## config.mk

```make
export PLATFORM = sky130hd
export DESIGN_NAME = card_select_dev_flat
export DESIGN_NICKNAME = d
export VERILOG_FILES = /design/src/rtl/card_select_pkg.sv /design/src/rtl/card_select_if.sv /design/src/rtl/card_select_dev.sv /design/src/flat_wrapper.sv
export SDC_FILE = /design/constraint.sdc
export NUM_CORES = 1
export LEC_CHECK = 0
export BUFFER_PORTS_ARGS = -buffer_cell sky130_fd_sc_hd__clkbuf_2
export CORE_MARGIN = 2
export CORE_UTILIZATION = 30
export DETAILED_ROUTE_END_ITERATION = 10
export PLACE_DENSITY = 0.62
export SETUP_SLACK_MARGIN = 0.4
export SYNTH_ARGS = -nofsm -noshare
export SYNTH_HDL_FRONTEND = slang
export SYNTH_SLANG_ARGS = --single-unit
```

## constraint.sdc

```tcl
create_clock -name clk -period 5.8 [get_ports clk]
set_input_delay 0.29 -clock clk [delete_from_list [all_inputs] [get_ports clk]]
set_output_delay 0.29 -clock clk [all_outputs]
set_load 0.03 [all_outputs]
```

## src/rtl/card_select_pkg.sv

```systemverilog
// constants, types and fixed file/application tables for card selection
// assumes both ends import it; no clock or reset logic here
package card_select_pkg;

  // sizes
  localparam int CHANS = 4; // logical channels
  localparam int PATH_MAX = 4; // identifiers in one path
  localparam int NAME_BYTES = 16; // longest directory name
  localparam int NAME_MIN = 1; // shortest directory name
  localparam int NFILES = 8; // entries in the file table
  localparam int NAPPS = 2; // selectable applications
  localparam int STAMP_W = 8; // recency stamp width
  localparam int FIDX_W = 3; // file table index width
  localparam int AIDX_W = 1; // application index width

  // identifiers and parameter codes
  localparam logic [15:0] FID_MF = 16'h3f00; // master_file identifier
  localparam logic [15:0] FID_CUR_APP = 16'h7fff; // implicit active application directory
  localparam logic [7:0] P1_PARTIAL = 8'h04; // select by truncated name
  localparam logic [7:0] TAG_SHORT_ID = 8'h88; // control parameter object holding short_file_id
  localparam logic [4:0] SFI_NONE = 5'h00; // no short_file_id given / unsupported
  localparam logic [4:0] SFI_MIN = 5'h01;
  localparam logic [4:0] SFI_MAX = 5'h1e;
  localparam logic [1:0] OCC_FIRST = 2'h0; // occurrence choice in p2
  localparam logic [1:0] OCC_LAST = 2'h1;
  localparam logic [1:0] OCC_NEXT = 2'h2;
  localparam logic [1:0] OCC_PREV = 2'h3;

  // status words
  localparam logic [15:0] SW_OK = 16'h9000;
  localparam logic [15:0] SW_BAD_PATH = 16'h6a80; // path breaks a restriction
  localparam logic [15:0] SW_NOT_FOUND = 16'h6a82;
  localparam logic [15:0] SW_PARAM = 16'h6a86; // parameters not supported
  localparam logic [15:0] SW_NO_EF = 16'h6986; // no current elementary_file
  localparam logic [15:0] SW_WRONG_LEN = 16'h6700;
  localparam logic [15:0] SW_LOCAL = 16'h6f00; // refused inside the terminal

  // reset values
  localparam logic [FIDX_W-1:0] FIDX_MF = 3'h0; // master_file table index, all-zero reset
  localparam logic [7:0] PTR_RESET = 8'h00; // record / tag pointer not set

  // command kinds
  typedef enum logic [2:0] {
    op_path_mf, op_path_cur, op_name, op_sfi_bin, op_sfi_rec, op_sfi_tag, op_status
  } op_t;

  // one file: identifier, parent, kind, short id control object
  typedef struct packed {
    logic [15:0] file_identifier;
    logic [FIDX_W-1:0] parent;
    logic is_dir;
    logic tag_present; // object with TAG_SHORT_ID present
    logic [7:0] tag_len;
    logic [4:0] tag_sfi;
  } file_entry_t;

  // one application: left-aligned name, length, its directory
  typedef struct packed {
    logic [8*NAME_BYTES-1:0] name;
    logic [4:0] len;
    logic [FIDX_W-1:0] adf;
  } app_entry_t;

  localparam file_entry_t FILE_TABLE [NFILES] = '{
    '{16'h3f00, 3'h0, 1'b1, 1'b0, 8'h00, 5'h00}, // master_file
    '{16'h2f00, 3'h0, 1'b0, 1'b0, 8'h00, 5'h00}, // ef, low bits zero
    '{16'h7f01, 3'h0, 1'b1, 1'b0, 8'h00, 5'h00}, // application_directory a
    '{16'h7f10, 3'h0, 1'b1, 1'b0, 8'h00, 5'h00}, // plain directory
    '{16'h6f07, 3'h2, 1'b0, 1'b0, 8'h00, 5'h00}, // ef, id from low bits
    '{16'h6f20, 3'h2, 1'b0, 1'b1, 8'h01, 5'h03}, // ef, explicit id
    '{16'h6f38, 3'h3, 1'b0, 1'b1, 8'h00, 5'h00}, // ef, no short id
    '{16'h5f01, 3'h2, 1'b1, 1'b0, 8'h00, 5'h00}  // application_directory b
  };

  // names are arbitrary values
  localparam app_entry_t APP_TABLE [NAPPS] = '{
    '{{32'hd0112201, 96'h0}, 5'h04, 3'h2},
    '{{32'hd0112202, 96'h0}, 5'h04, 3'h7}
  };

endpackage : card_select_pkg

```

## src/rtl/card_select_if.sv

```systemverilog
// command link between terminal end and card end
// assumes one clock shared by both ends
`timescale 1ns/100ps
interface card_select_if
  import card_select_pkg::*;
#(
  parameter int CHANS = card_select_pkg::CHANS,
  parameter int PATH_MAX = card_select_pkg::PATH_MAX
);
  localparam int CH_W = $clog2(CHANS);
  localparam int PL_W = $clog2(PATH_MAX + 1);

  logic req_valid; // command offered
  logic req_ready; // card takes it
  op_t req_op;
  logic [CH_W-1:0] req_chan; // logical channel
  logic [7:0] req_p1;
  logic [1:0] req_occ; // occurrence choice
  logic [PATH_MAX-1:0][15:0] req_path; // element 0 first
  logic [PL_W-1:0] req_path_len;
  logic [4:0] req_sfi;
  logic [8*NAME_BYTES-1:0] req_name; // first byte in top bits
  logic [4:0] req_name_len;
  logic rsp_valid; // one-cycle answer
  logic [15:0] rsp_sw;
  logic [FIDX_W-1:0] rsp_file; // current file after command

  modport dev (
    input req_valid, req_op, req_chan, req_p1, req_occ, req_path, req_path_len,
    input req_sfi, req_name, req_name_len,
    output req_ready, rsp_valid, rsp_sw, rsp_file
  );
  modport term (
    output req_valid, req_op, req_chan, req_p1, req_occ, req_path, req_path_len,
    output req_sfi, req_name, req_name_len,
    input req_ready, rsp_valid, rsp_sw, rsp_file
  );
endinterface : card_select_if

```

## src/rtl/card_select_dev.sv

```systemverilog
// card end: file selection, short-id selection, application selection
// assumes the transport delivers whole commands on the link, one at a time
// Notes on behaviour
// - 7FFF from master starts at active app
// - terminal never leads master path with 3F00
// - terminal never leads relative path with 7FFF
// - terminal never names current directory in path
// - terminal never sends an empty path
// - data commands with short id select file
// - tag 88 object holds short id
// - tag 88 with length zero: no short id
// - no tag 88: low five identifier bits
// - record commands with short id reset record pointer
// - data object commands with short id reset tag pointer
// - name select activates app, sets its directory
// - names one to sixteen bytes, all unique
// - p1 04 prefix match, p2 picks occurrence
// - last picks most recent matching application
// - multi-app cards support and advertise partial
// - unsupported partial select answers 6A86
// - activation starts session, security evaluated (no security evaluation here, only session_start)
// - terminal may report init done by status
// - one active application per channel
// - one application may run on many channels
// - after reset master current, no ef
// - short ids five bits, one to thirty
`timescale 1ns/100ps
module card_select_dev
  import card_select_pkg::*;
#(
  parameter int CHANS = card_select_pkg::CHANS,
  parameter int PATH_MAX = card_select_pkg::PATH_MAX,
  parameter bit PARTIAL_EN = 1'b1
) (
  input wire logic clk,
  input wire logic rst_n,
  card_select_if.dev bus,
  output logic session_start,
  output logic [$clog2(CHANS)-1:0] session_chan,
  output logic [AIDX_W-1:0] session_app,
  output logic status_done,
  output logic partial_cap
);
  localparam int CH_W = $clog2(CHANS);
  localparam int PL_W = $clog2(PATH_MAX + 1);

  // result of a lookup: status and file index
  typedef struct packed {
    logic [15:0] sw;
    logic [FIDX_W-1:0] idx;
  } res_t;

  // whole state of the card end
  typedef struct packed {
    logic ready;
    logic rsp_valid;
    logic [15:0] rsp_sw;
    logic [FIDX_W-1:0] rsp_file;
    logic [CHANS-1:0][FIDX_W-1:0] cur_dir; // current directory per channel
    logic [CHANS-1:0][FIDX_W-1:0] cur_ef; // current ef per channel
    logic [CHANS-1:0] ef_sel; // a current ef exists
    logic [CHANS-1:0] app_on; // session active per channel
    logic [CHANS-1:0][AIDX_W-1:0] app_idx;
    logic [CHANS-1:0][7:0] rec_ptr; // record pointer, zero means not set
    logic [CHANS-1:0][7:0] tag_ptr; // tag pointer, zero means not set
    logic [NAPPS-1:0][STAMP_W-1:0] stamp; // last activation time per app
    logic [STAMP_W-1:0] stamp_ctr;
    logic session_start;
    logic [CH_W-1:0] session_chan;
    logic [AIDX_W-1:0] session_app;
    logic status_done;
    logic partial_cap;
  } state_t;

  state_t st;
  state_t next_st;

  // short id a file answers to, SFI_NONE when it has none
  function automatic logic [4:0] eff_sfi(input file_entry_t f);
    if (!f.tag_present) begin
      return f.file_identifier[4:0];
    end
    if (f.tag_len == 8'h00) begin
      return SFI_NONE;
    end
    return f.tag_sfi;
  endfunction : eff_sfi

  // exact or prefix comparison of a supplied name
  function automatic logic name_match(input app_entry_t a, input logic [8*NAME_BYTES-1:0] nm,
                                      input logic [4:0] len, input logic partial);
    logic ok;
    ok = partial ? (len <= a.len) : (len == a.len);
    for (int b = 0; b < NAME_BYTES; b++) begin
      if (b < int'(len) && nm[8*(NAME_BYTES-1-b) +: 8] != a.name[8*(NAME_BYTES-1-b) +: 8]) begin
        ok = 1'b0;
      end
    end
    return ok;
  endfunction : name_match

  // constant check that no two names collide
  function automatic logic names_ok();
    logic ok;
    ok = 1'b1;
    for (int i = 0; i < NAPPS; i++) begin
      if (APP_TABLE[i].len < NAME_MIN || APP_TABLE[i].len > NAME_BYTES) begin
        ok = 1'b0;
      end
      for (int j = i + 1; j < NAPPS; j++) begin
        if (APP_TABLE[i].len == APP_TABLE[j].len && APP_TABLE[i].name == APP_TABLE[j].name) begin
          ok = 1'b0;
        end
      end
    end
    return ok;
  endfunction : names_ok

  // walk a path; a restriction breach met before any missing element stops with SW_BAD_PATH
  function automatic res_t resolve(input logic from_mf, input logic [PATH_MAX-1:0][15:0] path,
                                   input logic [PL_W-1:0] len, input logic [FIDX_W-1:0] cur,
                                   input logic on, input logic [FIDX_W-1:0] adf);
    res_t r;
    logic hit;
    r.sw = SW_OK;
    r.idx = from_mf ? FIDX_MF : cur;
    hit = 1'b0;
    if (len == '0) begin
      r.sw = SW_BAD_PATH;
    end else if (from_mf && path[0] == FID_MF) begin
      r.sw = SW_BAD_PATH;
    end else if (!from_mf && path[0] == FID_CUR_APP) begin
      r.sw = SW_BAD_PATH;
    end
    for (int i = 0; i < PATH_MAX; i++) begin
      if (i < int'(len) && r.sw == SW_OK) begin
        if (path[i] == FILE_TABLE[cur].file_identifier) begin
          r.sw = SW_BAD_PATH;
        end else if (i == 0 && from_mf && path[i] == FID_CUR_APP) begin
          // start at this channel's active application
          if (on) begin
            r.idx = adf;
          end else begin
            r.sw = SW_NOT_FOUND;
          end
        end else begin
          // child of the file reached so far
          hit = 1'b0;
          for (int j = 1; j < NFILES; j++) begin
            if (!hit && FILE_TABLE[r.idx].is_dir && FILE_TABLE[j].parent == r.idx
                && FILE_TABLE[j].file_identifier == path[i]) begin
              r.idx = FIDX_W'(j);
              hit = 1'b1;
            end
          end
          if (!hit) begin
            r.sw = SW_NOT_FOUND;
          end
        end
      end
    end
    return r;
  endfunction : resolve

  // ef under the current directory carrying a short id
  function automatic res_t find_sfi(input logic [FIDX_W-1:0] cur, input logic [4:0] short_file_id);
    res_t r;
    r.sw = SW_NOT_FOUND;
    r.idx = FIDX_MF;
    if (short_file_id < SFI_MIN || short_file_id > SFI_MAX) begin
      r.sw = SW_PARAM;
    end else begin
      for (int j = 1; j < NFILES; j++) begin
        if (r.sw != SW_OK && !FILE_TABLE[j].is_dir && FILE_TABLE[j].parent == cur
            && eff_sfi(FILE_TABLE[j]) == short_file_id) begin
          r.sw = SW_OK;
          r.idx = FIDX_W'(j);
        end
      end
    end
    return r;
  endfunction : find_sfi

  // refuse shapes the logic cannot serve
  if (CHANS < 2 || CHANS > 20) begin : g_bad_chans
    $error("channel count out of range");
  end
  if (PATH_MAX < 1 || $bits(bus.req_path_len) != PL_W || $bits(bus.req_chan) != CH_W) begin : g_bad_link
    $error("link widths do not match");
  end
  if (NAPPS > 1 && !PARTIAL_EN) begin : g_bad_partial
    $error("multi-application card needs partial name select");
  end
  if (!names_ok()) begin : g_bad_names
    $error("application names must be 1..16 bytes and unique");
  end

  // working values of the command decode
  logic [CH_W-1:0] ch;
  res_t pr;
  logic partial;
  logic got;
  logic take;
  logic [AIDX_W-1:0] sel;
  logic [STAMP_W-1:0] best;

  // command decode and next state
  always_comb begin
    next_st = st;
    next_st.ready = 1'b1;
    next_st.partial_cap = PARTIAL_EN;
    next_st.rsp_valid = 1'b0;
    next_st.session_start = 1'b0;
    next_st.status_done = 1'b0;
    ch = bus.req_chan;
    pr = '{sw: SW_OK, idx: FIDX_MF};
    partial = (bus.req_p1 == P1_PARTIAL);
    got = 1'b0;
    take = 1'b0;
    sel = '0;
    best = '0;
    if (bus.req_valid && st.ready) begin
      next_st.rsp_valid = 1'b1;
      unique case (bus.req_op)
        op_path_mf, op_path_cur: begin
          pr = resolve(bus.req_op == op_path_mf, bus.req_path, bus.req_path_len, st.cur_dir[ch],
                       st.app_on[ch], APP_TABLE[st.app_idx[ch]].adf);
          // failed paths leave the selection alone
          if (pr.sw == SW_OK) begin
            if (FILE_TABLE[pr.idx].is_dir) begin
              next_st.cur_dir[ch] = pr.idx;
              next_st.ef_sel[ch] = 1'b0;
            end else begin
              next_st.cur_dir[ch] = FILE_TABLE[pr.idx].parent;
              next_st.cur_ef[ch] = pr.idx;
              next_st.ef_sel[ch] = 1'b1;
              next_st.rec_ptr[ch] = PTR_RESET;
              next_st.tag_ptr[ch] = PTR_RESET;
            end
          end
        end
        op_sfi_bin, op_sfi_rec, op_sfi_tag: begin
          if (bus.req_sfi == SFI_NONE) begin
            // continuation works on the current ef
            if (!st.ef_sel[ch]) begin
              pr.sw = SW_NO_EF;
            end
          end else begin
            pr = find_sfi(st.cur_dir[ch], bus.req_sfi);
            if (pr.sw == SW_OK) begin
              next_st.cur_ef[ch] = pr.idx;
              next_st.ef_sel[ch] = 1'b1;
              if (bus.req_op == op_sfi_rec) begin
                next_st.rec_ptr[ch] = PTR_RESET;
              end
              if (bus.req_op == op_sfi_tag) begin
                next_st.tag_ptr[ch] = PTR_RESET;
              end
            end
          end
        end
        op_name: begin
          if (bus.req_name_len < 5'(NAME_MIN) || bus.req_name_len > 5'(NAME_BYTES)) begin
            pr.sw = SW_WRONG_LEN;
          end else if (partial && !PARTIAL_EN) begin
            pr.sw = SW_PARAM;
          end else begin
            // pick one matching application
            for (int j = 0; j < NAPPS; j++) begin
              take = 1'b0;
              if (name_match(APP_TABLE[j], bus.req_name, bus.req_name_len, partial)) begin
                if (!partial || bus.req_occ == OCC_FIRST) begin
                  take = !got;
                end else if (bus.req_occ == OCC_LAST) begin
                  take = !got || st.stamp[j] > best;
                end else if (bus.req_occ == OCC_NEXT) begin
                  take = !got && (!st.app_on[ch] || j > int'(st.app_idx[ch]));
                end else begin
                  take = !st.app_on[ch] || j < int'(st.app_idx[ch]);
                end
              end
              if (take) begin
                got = 1'b1;
                sel = AIDX_W'(j);
                best = st.stamp[j];
              end
            end
            if (!got) begin
              pr.sw = SW_NOT_FOUND;
            end else begin
              // replaces any session on this channel only
              next_st.app_on[ch] = 1'b1;
              next_st.app_idx[ch] = sel;
              next_st.cur_dir[ch] = APP_TABLE[sel].adf;
              next_st.ef_sel[ch] = 1'b0;
              next_st.stamp_ctr = st.stamp_ctr + 1'b1;
              next_st.stamp[sel] = st.stamp_ctr + 1'b1;
              next_st.session_start = 1'b1;
              next_st.session_chan = ch;
              next_st.session_app = sel;
              pr.idx = APP_TABLE[sel].adf;
            end
          end
        end
        op_status: begin
          next_st.status_done = 1'b1;
        end
        default: begin
          pr.sw = SW_PARAM;
        end
      endcase
      next_st.rsp_sw = pr.sw;
      next_st.rsp_file = next_st.ef_sel[ch] ? next_st.cur_ef[ch] : next_st.cur_dir[ch];
    end
  end

  // state register; zero means master current, no ef, no session
  always_ff @(posedge clk or negedge rst_n) begin
    if (!rst_n) begin
      st <= '0;
    end else begin
      st <= next_st;
    end
  end

  // outputs straight from the state register
  assign bus.req_ready = st.ready;
  assign bus.rsp_valid = st.rsp_valid;
  assign bus.rsp_sw = st.rsp_sw;
  assign bus.rsp_file = st.rsp_file;
  assign session_start = st.session_start;
  assign session_chan = st.session_chan;
  assign session_app = st.session_app;
  assign status_done = st.status_done;
  assign partial_cap = st.partial_cap;

endmodule : card_select_dev

```

## src/flat_wrapper.sv

```systemverilog
// flat-port wrapper written by rule: the top's interface ports become plain ports
module card_select_dev_flat import card_select_pkg::*;
#(
  parameter int CHANS = card_select_pkg::CHANS,
  parameter int PATH_MAX = card_select_pkg::PATH_MAX,
  parameter bit PARTIAL_EN = 1'b1
)
  (clk, rst_n, session_start, session_chan, session_app, status_done, partial_cap, bus_req_valid, bus_req_op, bus_req_chan, bus_req_p1, bus_req_occ, bus_req_path, bus_req_path_len, bus_req_sfi, bus_req_name, bus_req_name_len, bus_req_ready, bus_rsp_valid, bus_rsp_sw, bus_rsp_file);
  card_select_if #(.CHANS(CHANS), .PATH_MAX(PATH_MAX)) bus_i ();
  input wire logic clk;
  input wire logic rst_n;
  output logic session_start;
  output logic [$clog2(CHANS)-1:0] session_chan;
  output logic [AIDX_W-1:0] session_app;
  output logic status_done;
  output logic partial_cap;
  input wire logic [$bits(bus_i.req_valid)-1:0] bus_req_valid;
  input wire logic [$bits(bus_i.req_op)-1:0] bus_req_op;
  input wire logic [$bits(bus_i.req_chan)-1:0] bus_req_chan;
  input wire logic [$bits(bus_i.req_p1)-1:0] bus_req_p1;
  input wire logic [$bits(bus_i.req_occ)-1:0] bus_req_occ;
  input wire logic [$bits(bus_i.req_path)-1:0] bus_req_path;
  input wire logic [$bits(bus_i.req_path_len)-1:0] bus_req_path_len;
  input wire logic [$bits(bus_i.req_sfi)-1:0] bus_req_sfi;
  input wire logic [$bits(bus_i.req_name)-1:0] bus_req_name;
  input wire logic [$bits(bus_i.req_name_len)-1:0] bus_req_name_len;
  output wire logic [$bits(bus_i.req_ready)-1:0] bus_req_ready;
  output wire logic [$bits(bus_i.rsp_valid)-1:0] bus_rsp_valid;
  output wire logic [$bits(bus_i.rsp_sw)-1:0] bus_rsp_sw;
  output wire logic [$bits(bus_i.rsp_file)-1:0] bus_rsp_file;
  assign bus_i.req_valid = bus_req_valid;
  assign bus_i.req_op = bus_req_op;
  assign bus_i.req_chan = bus_req_chan;
  assign bus_i.req_p1 = bus_req_p1;
  assign bus_i.req_occ = bus_req_occ;
  assign bus_i.req_path = bus_req_path;
  assign bus_i.req_path_len = bus_req_path_len;
  assign bus_i.req_sfi = bus_req_sfi;
  assign bus_i.req_name = bus_req_name;
  assign bus_i.req_name_len = bus_req_name_len;
  assign bus_req_ready = bus_i.req_ready;
  assign bus_rsp_valid = bus_i.rsp_valid;
  assign bus_rsp_sw = bus_i.rsp_sw;
  assign bus_rsp_file = bus_i.rsp_file;
  card_select_dev #(.CHANS(CHANS), .PATH_MAX(PATH_MAX), .PARTIAL_EN(PARTIAL_EN)) u_core (.clk(clk), .rst_n(rst_n), .bus(bus_i), .session_start(session_start), .session_chan(session_chan), .session_app(session_app), .status_done(status_done), .partial_cap(partial_cap));
endmodule
```

==> impl_metrics.ini, run 1 <==
[outcome]
outcome = completed

[power_and_ir_drop]
power_density_nw_per_um2 = 159
ir_drop_mv = 0.102
p_leak_nw = 3.64
finalPower_mw = 1.40

[logic_synthesis]
ys.flop_type = dfrtp_1
synth_cell_types = 92
postSynthAreaPerCell_um2 = 7.84
ys_warn_count = 0
seq_area_frac_synth_pct = 27.0
synth_edf_count = 0
syn_inst = 921
ys_async_sr_fraction_pct = 100
synth-seq-cells = 78
syn-cell-area_um2 = 7220

[critical_path]
end_kind = flip-flop
worstPathMaxFanout = 6
r2r_setup_slack_ns = 0.52
arrival_ns = 5.54
crit_type = reg2reg
required_ns = 6.06
cp-start-kind = flip-flop

[finish]
fin_cells = 1382
register_area_um2 = 1950
diodes = 0
drive_gt1_share_pct = 26.4
final_nets = 1293
final.fill_count = 2471
area_growth_pct = 22.3
final_area_um2 = 8830
multi_input_area_um2 = 5080
fin_util_pct = 37.5

[route]
ant_nets = 0
first_iter_violations = 766
drtPass1Iterations = 5
vias = 7852
finalWirelength_mm = 24.5
wire_per_inst_um = 17.7
route.detailed.drc = 0
vias_per_cell = 5.68

[global_routing]
grt_max_degree = 79
grt_pass1_wl_mm = 38.9
grt_pass1_vias = 7391
grt-ovfl-total = 0
grtUsageTotal_pct = 18.6
antenna_found_initial = 0

[die]
die_h_um = 159
core_area_um2 = 23500
start_util_pct = 30.7
rows = 56
ios = 250
die_w_um = 159
dieArea_um2 = 25300

[placed_design]
dp_slack_ns = 0.0298
dp.cells = 1350
place_area_um2 = 8230
place_congestion = 0.948
portBuffers = 132
place_hpwl_mm = 18.5

[sta]
final-hold-violation-count = 0
worst_slew_pin_slew_ns = 1.02
final.setup_skew_ns = 0.00774
period_share_pct = 91.0
clock.fmax_mhz = 190
finalWorstSetupSlack_ns = 0.525
final.min_clock_period_ns = 5.28
grt_setup_unrepaired = no
fin_tns_setup_ns = 0
report.final.setup_viol = 0
slew_violations = 0
maxSlewHeadroom_pct = 31.6
holdWs_ns = 0.121

[clock_network]
cts_made_buffers = 9
cts_tree = built
cts_sinks = 78
root_buffer = clkbuf_16
clk_path_buf_depth = 2
clk_pin_slew_ns = 0.06
htree_levels = 3
cts_hold_buf = 0
worstSkewPairLatency_ns = 0.34

[worst_hold_path]
hp-class = in2async

[run]
maxCapViolCount = 0
[critical path, stage by stage (launching register included)]
cell and delay [ns]:
dfrtp_1 0.42, mux4_2 0.56, inv_2 0.13, ha_4 0.22, xor2_1 0.16, a2111oi_1 0.41, o31ai_1 0.16, a21o_1 0.26
o21ai_4 0.22, buf_4 0.17, a41oi_1 0.08, nor4bb_1 0.40, o2111a_1 0.33, or2_2 0.19, o22a_4 0.20, a211oi_2 0.08
o41ai_2 0.40, o22ai_4 0.17, or4_4 0.53, nand3_1 0.10
[cells in the final DEF, fill, tap and decap left out, types with 11 or more instances in the layout]
cell type	instances
a21oi_1	59
a31oi_1	11
buf_4	50
clkbuf_2	131
dfrtp_1	78
ha_1	11
inv_1	14
mux2_2	19
nand2_1	123
nand2b_1	13
nand3_1	31
nand4_1	11
nor2_1	93
nor3_1	23
o211ai_1	13
o21ai_0	71
or3_1	15
xnor2_1	15
[per-layer routing]
layer	wire (um)	track usage, %
met1	10500	24.4
met2	11300	30.4
met3	1760	2.68
met4	911	8.14
met5	0	0
[synthesized netlist by cell type, types with 10 or more instances]
master | count | share of area (%)
clkbuf_1 | 33 | 1.7
nand2b_1 | 13 | 1.1
a31oi_1 | 11 | 0.95
dfrtp_1 | 78 | 27
nand4_1 | 11 | 0.95
xor2_1 | 10 | 1.2
a211oi_1 | 11 | 1.1
mux2i_1 | 11 | 1.5
a21oi_1 | 59 | 4.1
o211ai_1 | 13 | 1.4
xnor2_1 | 15 | 1.8
or3_1 | 16 | 1.4
nor2b_1 | 10 | 0.87
nand3_1 | 31 | 2.1
nand2_1 | 124 | 6.4
nor3_1 | 24 | 1.7
o21ai_0 | 73 | 5.1
inv_1 | 16 | 0.83
ha_1 | 12 | 2.1
or2_2 | 10 | 0.87
nor2_1 | 94 | 4.9
o31ai_1 | 10 | 1.0
nor4_1 | 11 | 0.95
mux2_2 | 19 | 3.0
buf_4 | 22 | 2.3
a21o_1 | 10 | 1.0
[cell families after synthesis]
| family | share of synthesized area (%) |
|---|---|
| XOR/XNOR | 3.03 |
| buffers and inverters | 5.44 |
| adder cells (fa/ha/maj) | 2.22 |
| flip-flops | 27.0 |
| AND/OR/NAND/NOR | 27.1 |
| AO/OA/AOI/OAI | 28.1 |
| multiplexers | 6.99 |
| other | 0.104 |
[power breakdown]
part	switching [mW]	total (mW)	internal, mW	leakage (nW)
clock	0.235	0.539	0.304	0.125
sequential	0.0104	0.568	0.558	1.06
combinational	0.190	0.293	0.104	2.45
total	0.435	1.40	0.965	3.64
[final timing paths]
| kind | endpoint | startpoint | cells past startpoint |
|---|---|---|---|
| setup / recovery | u_core.bus.rsp_file[2] | u_core.st[124] | 19 |
| min in group clk | u_core.status_done | bus_req_op[0] | 2 |
| hold / removal | u_core.session_app | rst_n | 1 |
| max in group asynchronous | u_core.st[117] | rst_n | 1 |
| setup reg to reg | u_core.bus.rsp_file[2] | u_core.st[124] | 19 |
| hold reg to reg | u_core.st[101] | u_core.st[101] | 1 |
[timing repair]
action	4_1_cts	5_1_grt
gates resized for setup	13	32
pin swaps	3	19
endpoints found under the setup margin	3	3
buffers inserted	4	12
hold endpoints to repair	0	0
gates cloned	0	0
[area by class of cell]
| type | instances | share of cell area (%) |
|---|---|---|
| multi-input combinational | 769 | 57.6 |
| clock buffer | 12 | 2.79 |
| inverter | 17 | 0.723 |
| tap | 319 | 4.52 |
| clock inverter | 4 | 0.354 |
| timing repair buffer | 183 | 11.9 |
| sequential | 78 | 22.1 |
Note: power is estimated with default switching activity, not from simulation.
==> run 2: changes to the inputs <==
- CORE_UTILIZATION: 30 -> 52
- PLACE_DENSITY: 0.62 -> 0.93
==> run 2 against run 1 <==
Clock power grew 23%. Die area shrank 41%. Core utilization grew 25 points. Sequential share of layout area grew 0.84 points. Count of clock-buffer cells in the layout shrank 3. Global-route usage grew 13 points. Largest cell class unchanged. Highest routed layer unchanged.
==> impl_metrics.ini, run 2 (synthesis results as in run 1) <==
[critical_path]
crit_type = reg2reg
arrival_ns = 5.48
r2r.worst_path.cells = 19
worstReg2RegEnd = u_core.bus.rsp_file[2]
crit_buf_inv = 3
cp_cell_sequence = mux4_2 -> inv_1 -> ha_1 -> buf_4 -> nor4_1 -> o31ai_2 -> a21o_1 -> o21a_4 -> mux2_2 -> o211a_1 -> o22ai_2 -> a21boi_1 -> o211ai_1 -> buf_4 -> nand2b_1 -> a21boi_0 -> o211a_1 -> or4_1 -> nand3_1
cp-start-kind = flip-flop
worstPathMaxFanout = 8
end_kind = flip-flop
required_ns = 6.08
r2r_setup_slack_ns = 0.59
critPathMaxStageDelay_ns = 0.50
crit_family = compound AO/OA/AOI/OAI gates
worstReg2RegStart = u_core.st[127]
cp_slowest_cell = mux4_2
crit_path_start = u_core.st[127]

[power_and_ir_drop]
ir_drop_mv = 0.187
power_density_nw_per_um2 = 179
finalPower_mw = 1.52
p_leak_nw = 3.59

[clock_network]
root_buffer = clkbuf_16
cts_made_buffers = 9
clk_path_buf_depth = 2
cts_sinks = 78
cts_tree = built
worstSkewPairLatency_ns = 0.35
htree_levels = 3
clk_pin_slew_ns = 0.07

[route]
vias = 8117
finalWirelength_mm = 23.2
vias_per_cell = 6.61
ant_nets = 0
route.detailed.drc = 0
drtPass1Iterations = 6
first_iter_violations = 1076
wire_per_inst_um = 18.9

[finish]
drive_gt1_share_pct = 24.6
final_cell_mix = 131 x clkbuf_2, 124 x nand2_1, 94 x nor2_1, 77 x dfrtp_1, 72 x o21ai_0
fin_cells = 1228
final.fill_count = 1162
layout_commonest_cell = clkbuf_2
diodes = 0
area_growth_pct = 17.9
final_nets = 1278
fin_util_pct = 62.0

[sta]
final.min_clock_period_ns = 5.21
final.setup_skew_ns = 0.0147
clock.fmax_mhz = 192
grt_setup_unrepaired = no
period_share_pct = 89.7
worst_slew_pin_slew_ns = 1.02
finalWorstSetupSlack_ns = 0.595
final-hold-violation-count = 0
maxSlewHeadroom_pct = 32.1
slew_violations = 0
report.final.setup_viol = 0
fin_tns_setup_ns = 0

[global_routing]
grt_max_degree = 79
grt_pass1_wl_mm = 37.4
grt_pass1_vias = 7703
grt-ovfl-total = 0
antenna_found_initial = 0
grtUsageTotal_pct = 31.4

[run]
maxCapViolCount = 0

[placed_design]
dp_slack_ns = 0.123
dp.cells = 1210
portBuffers = 132
place_congestion = 1.01
place_hpwl_mm = 17.4

[die]
die_h_um = 122
ios = 250
start_util_pct = 52.6
rows = 43
dieArea_um2 = 14800
core_area_um2 = 13700
die_w_um = 122

[worst_hold_path]
hp-class = in2async

[outcome]
outcome = completed
run 2: cell types whose count changed in the layout (fill, tap and decap cells not counted), sizes merged:
cell,delta
buf,-15
bufinv,+3
clkbuf,-3
clkinv,+3
clkinvlp,-3
run 2: worst max path at each step:
stage,to,slack (ns),cells past startpoint
3_5_place_dp,u_core.bus.rsp_file[2],0.12,19
2_1_floorplan,u_core.bus.rsp_file[2],0.67,20
4_1_cts,u_core.bus.rsp_file[2],0.40,19
6_report,u_core.bus.rsp_file[2],0.59,19
5_1_grt,u_core.bus.rsp_file[2],0.37,20
3_3_place_gp,u_core.bus.rsp_file[2],0.21,19
run 2: layer usage:
metal | vias to the layer above | wire [um] | track usage (%)
met5 | - | 0 | 0
met4 | 0 | 1100 | 14.4
met3 | 137 | 2300 | 6.41
met2 | 515 | 10500 | 50.8
met1 | 3792 | 9240 | 40.4
li1 | 3673 | - | -
run 2: metrics by stage:
step | hold slack [ns] | cell area [um^2]
after floorplan | -0.00559 | 7230
after global placement | 0.444 | 8050
after detailed placement | 0.453 | 8050
after CTS | 0.153 | 8420
after global routing | 0.173 | 8510
final | 0.0954 | 8510
run 2: cell type report:
class,instances,area (um^2),share of cell area [%]
Clock buffer,9,225,2.65
Clock inverter,7,121,1.43
Inverter,17,63.8,0.750
Multi-Input combinational cell,769,4990,58.6
Sequential cell,78,1950,22.9
Tap cell,180,225,2.65
Timing Repair Buffer,168,933,11.0
run 2: where the power goes:
group          switching (mW)  internal, mW
Sequential             0.0110         0.558
Clock                   0.242         0.423
Combinational           0.188         0.102
Total                   0.441          1.08
run 2: what timing repair did:
item                                   4_1_cts  5_1_grt
hold buffers                                 0        0
setup endpoints to repair                    3        6
setup buffers                                0        2
pin swaps                                    1       18
resized for setup                            5       22
endpoints found under the hold margin        0        0
==> run 3: changes to the inputs <==
- CORE_UTILIZATION: 52 -> 56
- PLACE_DENSITY: 0.93 -> 0.95
- clock period: 5.8 -> 6.1 ns (I/O delays scaled with it)
==> run 3 against run 2 <==
Combinational power down 6%. First-iteration DRC count up 26%. Via count down 0.21%. Largest power group unchanged.
==> impl_metrics.ini, run 3 (synthesis results as in run 1) <==
[route]
wire_per_inst_um = 19.0
first_iter_violations = 1360
vias = 8100
drtPass1Iterations = 7
ant_nets = 0
vias_per_cell = 6.70
route.detailed.drc = 0
finalWirelength_mm = 23.0

[global_routing]
grt_max_degree = 79
grt_pass1_vias = 7522
grtUsageTotal_pct = 32.6
grt_pass1_wl_mm = 36.8
grt-ovfl-total = 0
antenna_found_initial = 0

[finish]
area_growth_pct = 15.8
layout_commonest_cell = clkbuf_2
multi_input_area_um2 = 4930
fin_util_pct = 66.2
final_nets = 1267
register_area_um2 = 1950
diodes = 0
final_cell_mix = 131 x clkbuf_2, 124 x nand2_1, 94 x nor2_1, 78 x dfrtp_1, 72 x o21ai_0
drive_gt1_share_pct = 22.6
final.fill_count = 1092

[placed_design]
place_hpwl_mm = 17.0
portBuffers = 132
dp_slack_ns = 0.198
place_congestion = 1.00

[critical_path]
cp_slowest_cell = mux4_2
worstReg2RegStart = u_core.st[128]
critPathMaxStageDelay_ns = 0.55
crit_path_start = u_core.st[128]
arrival_ns = 5.74
worstReg2RegEnd = u_core.bus.rsp_file[1]
worstPathMaxFanout = 9
end_kind = flip-flop
cp-start-kind = flip-flop
r2r_setup_slack_ns = 0.58
cp_cell_sequence = mux4_2 -> buf_4 -> ha_1 -> inv_1 -> a2111oi_1 -> o31ai_2 -> a21o_1 -> o21ai_2 -> a21o_1 -> or3_1 -> o41a_1 -> a21oi_4 -> o22a_4 -> a211oi_1 -> nor4_1 -> o22ai_2 -> buf_4 -> o311a_1 -> a211oi_1
r2r.worst_path.cells = 19
required_ns = 6.32
crit_type = reg2reg

[sta]
slew_violations = 0
worst_slew_pin_slew_ns = 0.995
final-hold-violation-count = 0
holdWs_ns = 0.120
grt_setup_unrepaired = no
period_share_pct = 90.6
finalWorstSetupSlack_ns = 0.576
clock.fmax_mhz = 181
final.min_clock_period_ns = 5.52
maxSlewHeadroom_pct = 33.7
final.setup_skew_ns = 0.00719
report.final.setup_viol = 0
fin_tns_setup_ns = 0

[power_and_ir_drop]
power_density_nw_per_um2 = 173
ir_drop_mv = 0.267
power.switching_mw = 0.407
seqPwrFrac_pct = 37.5
switching_share_pct = 28.2
p_int_mw = 1.04
p_comb_share_pct = 18.8
clkPwrFrac_pct = 43.7
p_leak_nw = 3.52

[die]
core_area_um2 = 12600
ios = 250
die_w_um = 118
rows = 41
dieArea_um2 = 13800
die_h_um = 118
start_util_pct = 57.2

[clock_network]
clk_pin_slew_ns = 0.06
root_buffer = clkbuf_16
worstSkewPairLatency_ns = 0.34
cts_made_buffers = 9
clk_path_buf_depth = 2
htree_levels = 3
cts_tree = built
cts_sinks = 78

[worst_hold_path]
hp-class = in2async

[run]
maxCapViolCount = 0

[outcome]
outcome = completed
-- run 3: cell count changes in the layout (fill, tap and decap cells not counted), sizes merged --
| cell | change |
|---|---|
| buf | -11 |
| clkbuf | +2 |
| clkinv | -2 |
| clkinvlp | +1 |
| inv | -1 |
-- run 3: timing repair --
action	CTS	global route
pin swaps	1	2
gates resized for setup	1	10
buffers inserted	0	3
endpoints found under the setup margin	2	8
hold buffers	0	0
-- run 3: critical path, delay by kind of cell (launching register included) --
family                   cells  cell delay [ns]
AO/OA/AOI/OAI               12             2.68
multiplexers                 1             0.55
adder cells (fa/ha/maj)      1             0.30
buffers and inverters        3             0.50
flip-flops                   1             0.44
AND/OR/NAND/NOR              2             0.90
-- run 3: cell type report --
class / count / area share (%)
multi-input combinational: 769 / 59.0
inverter: 17 / 0.763
sequential: 78 / 23.4
tap: 172 / 2.57
clock inverter: 5 / 1.27
timing repair buffer: 157 / 10.2
clock buffer: 11 / 2.90
-- run 3: worst max-delay path by stage --
stage | end | depth (start not counted)
after floorplan | u_core.bus.rsp_file[2] | 20
after global placement | u_core.bus.rsp_file[2] | 19
after detailed placement | u_core.bus.rsp_file[2] | 19
after CTS | u_core.bus.rsp_file[2] | 18
after global routing | u_core.bus.rsp_file[2] | 18
final | u_core.bus.rsp_file[1] | 19
-- run 3: through the flow --
step           power [mW]  cells  instance area (um^2)
2_1_floorplan       0.726    925                  7230
3_5_place_dp        0.811   1190                  7950
6_report             1.44   1209                  8360
3_3_place_gp        0.806   1190                  7950
5_1_grt              1.49   1209                  8360
4_1_cts              1.44   1206                  8300
-- run 3: power by group through the flow --
stage	clock [mW]	sequential, mW	combinational [mW]
after floorplan	0	0.548	0.177
after global placement	0	0.549	0.257
after detailed placement	0	0.550	0.262
after CTS	0.634	0.540	0.264
after global routing	0.660	0.542	0.290
final	0.631	0.541	0.272
-- run 3: per-layer routing --
metal	GRT usage, %	share of wire, %	vias up
met3	6.93	11	119
met1	42.6	40	3725
met4	15.5	4.4	0
met5	0	0	-
met2	51.8	45	600
li1	-	-	3656
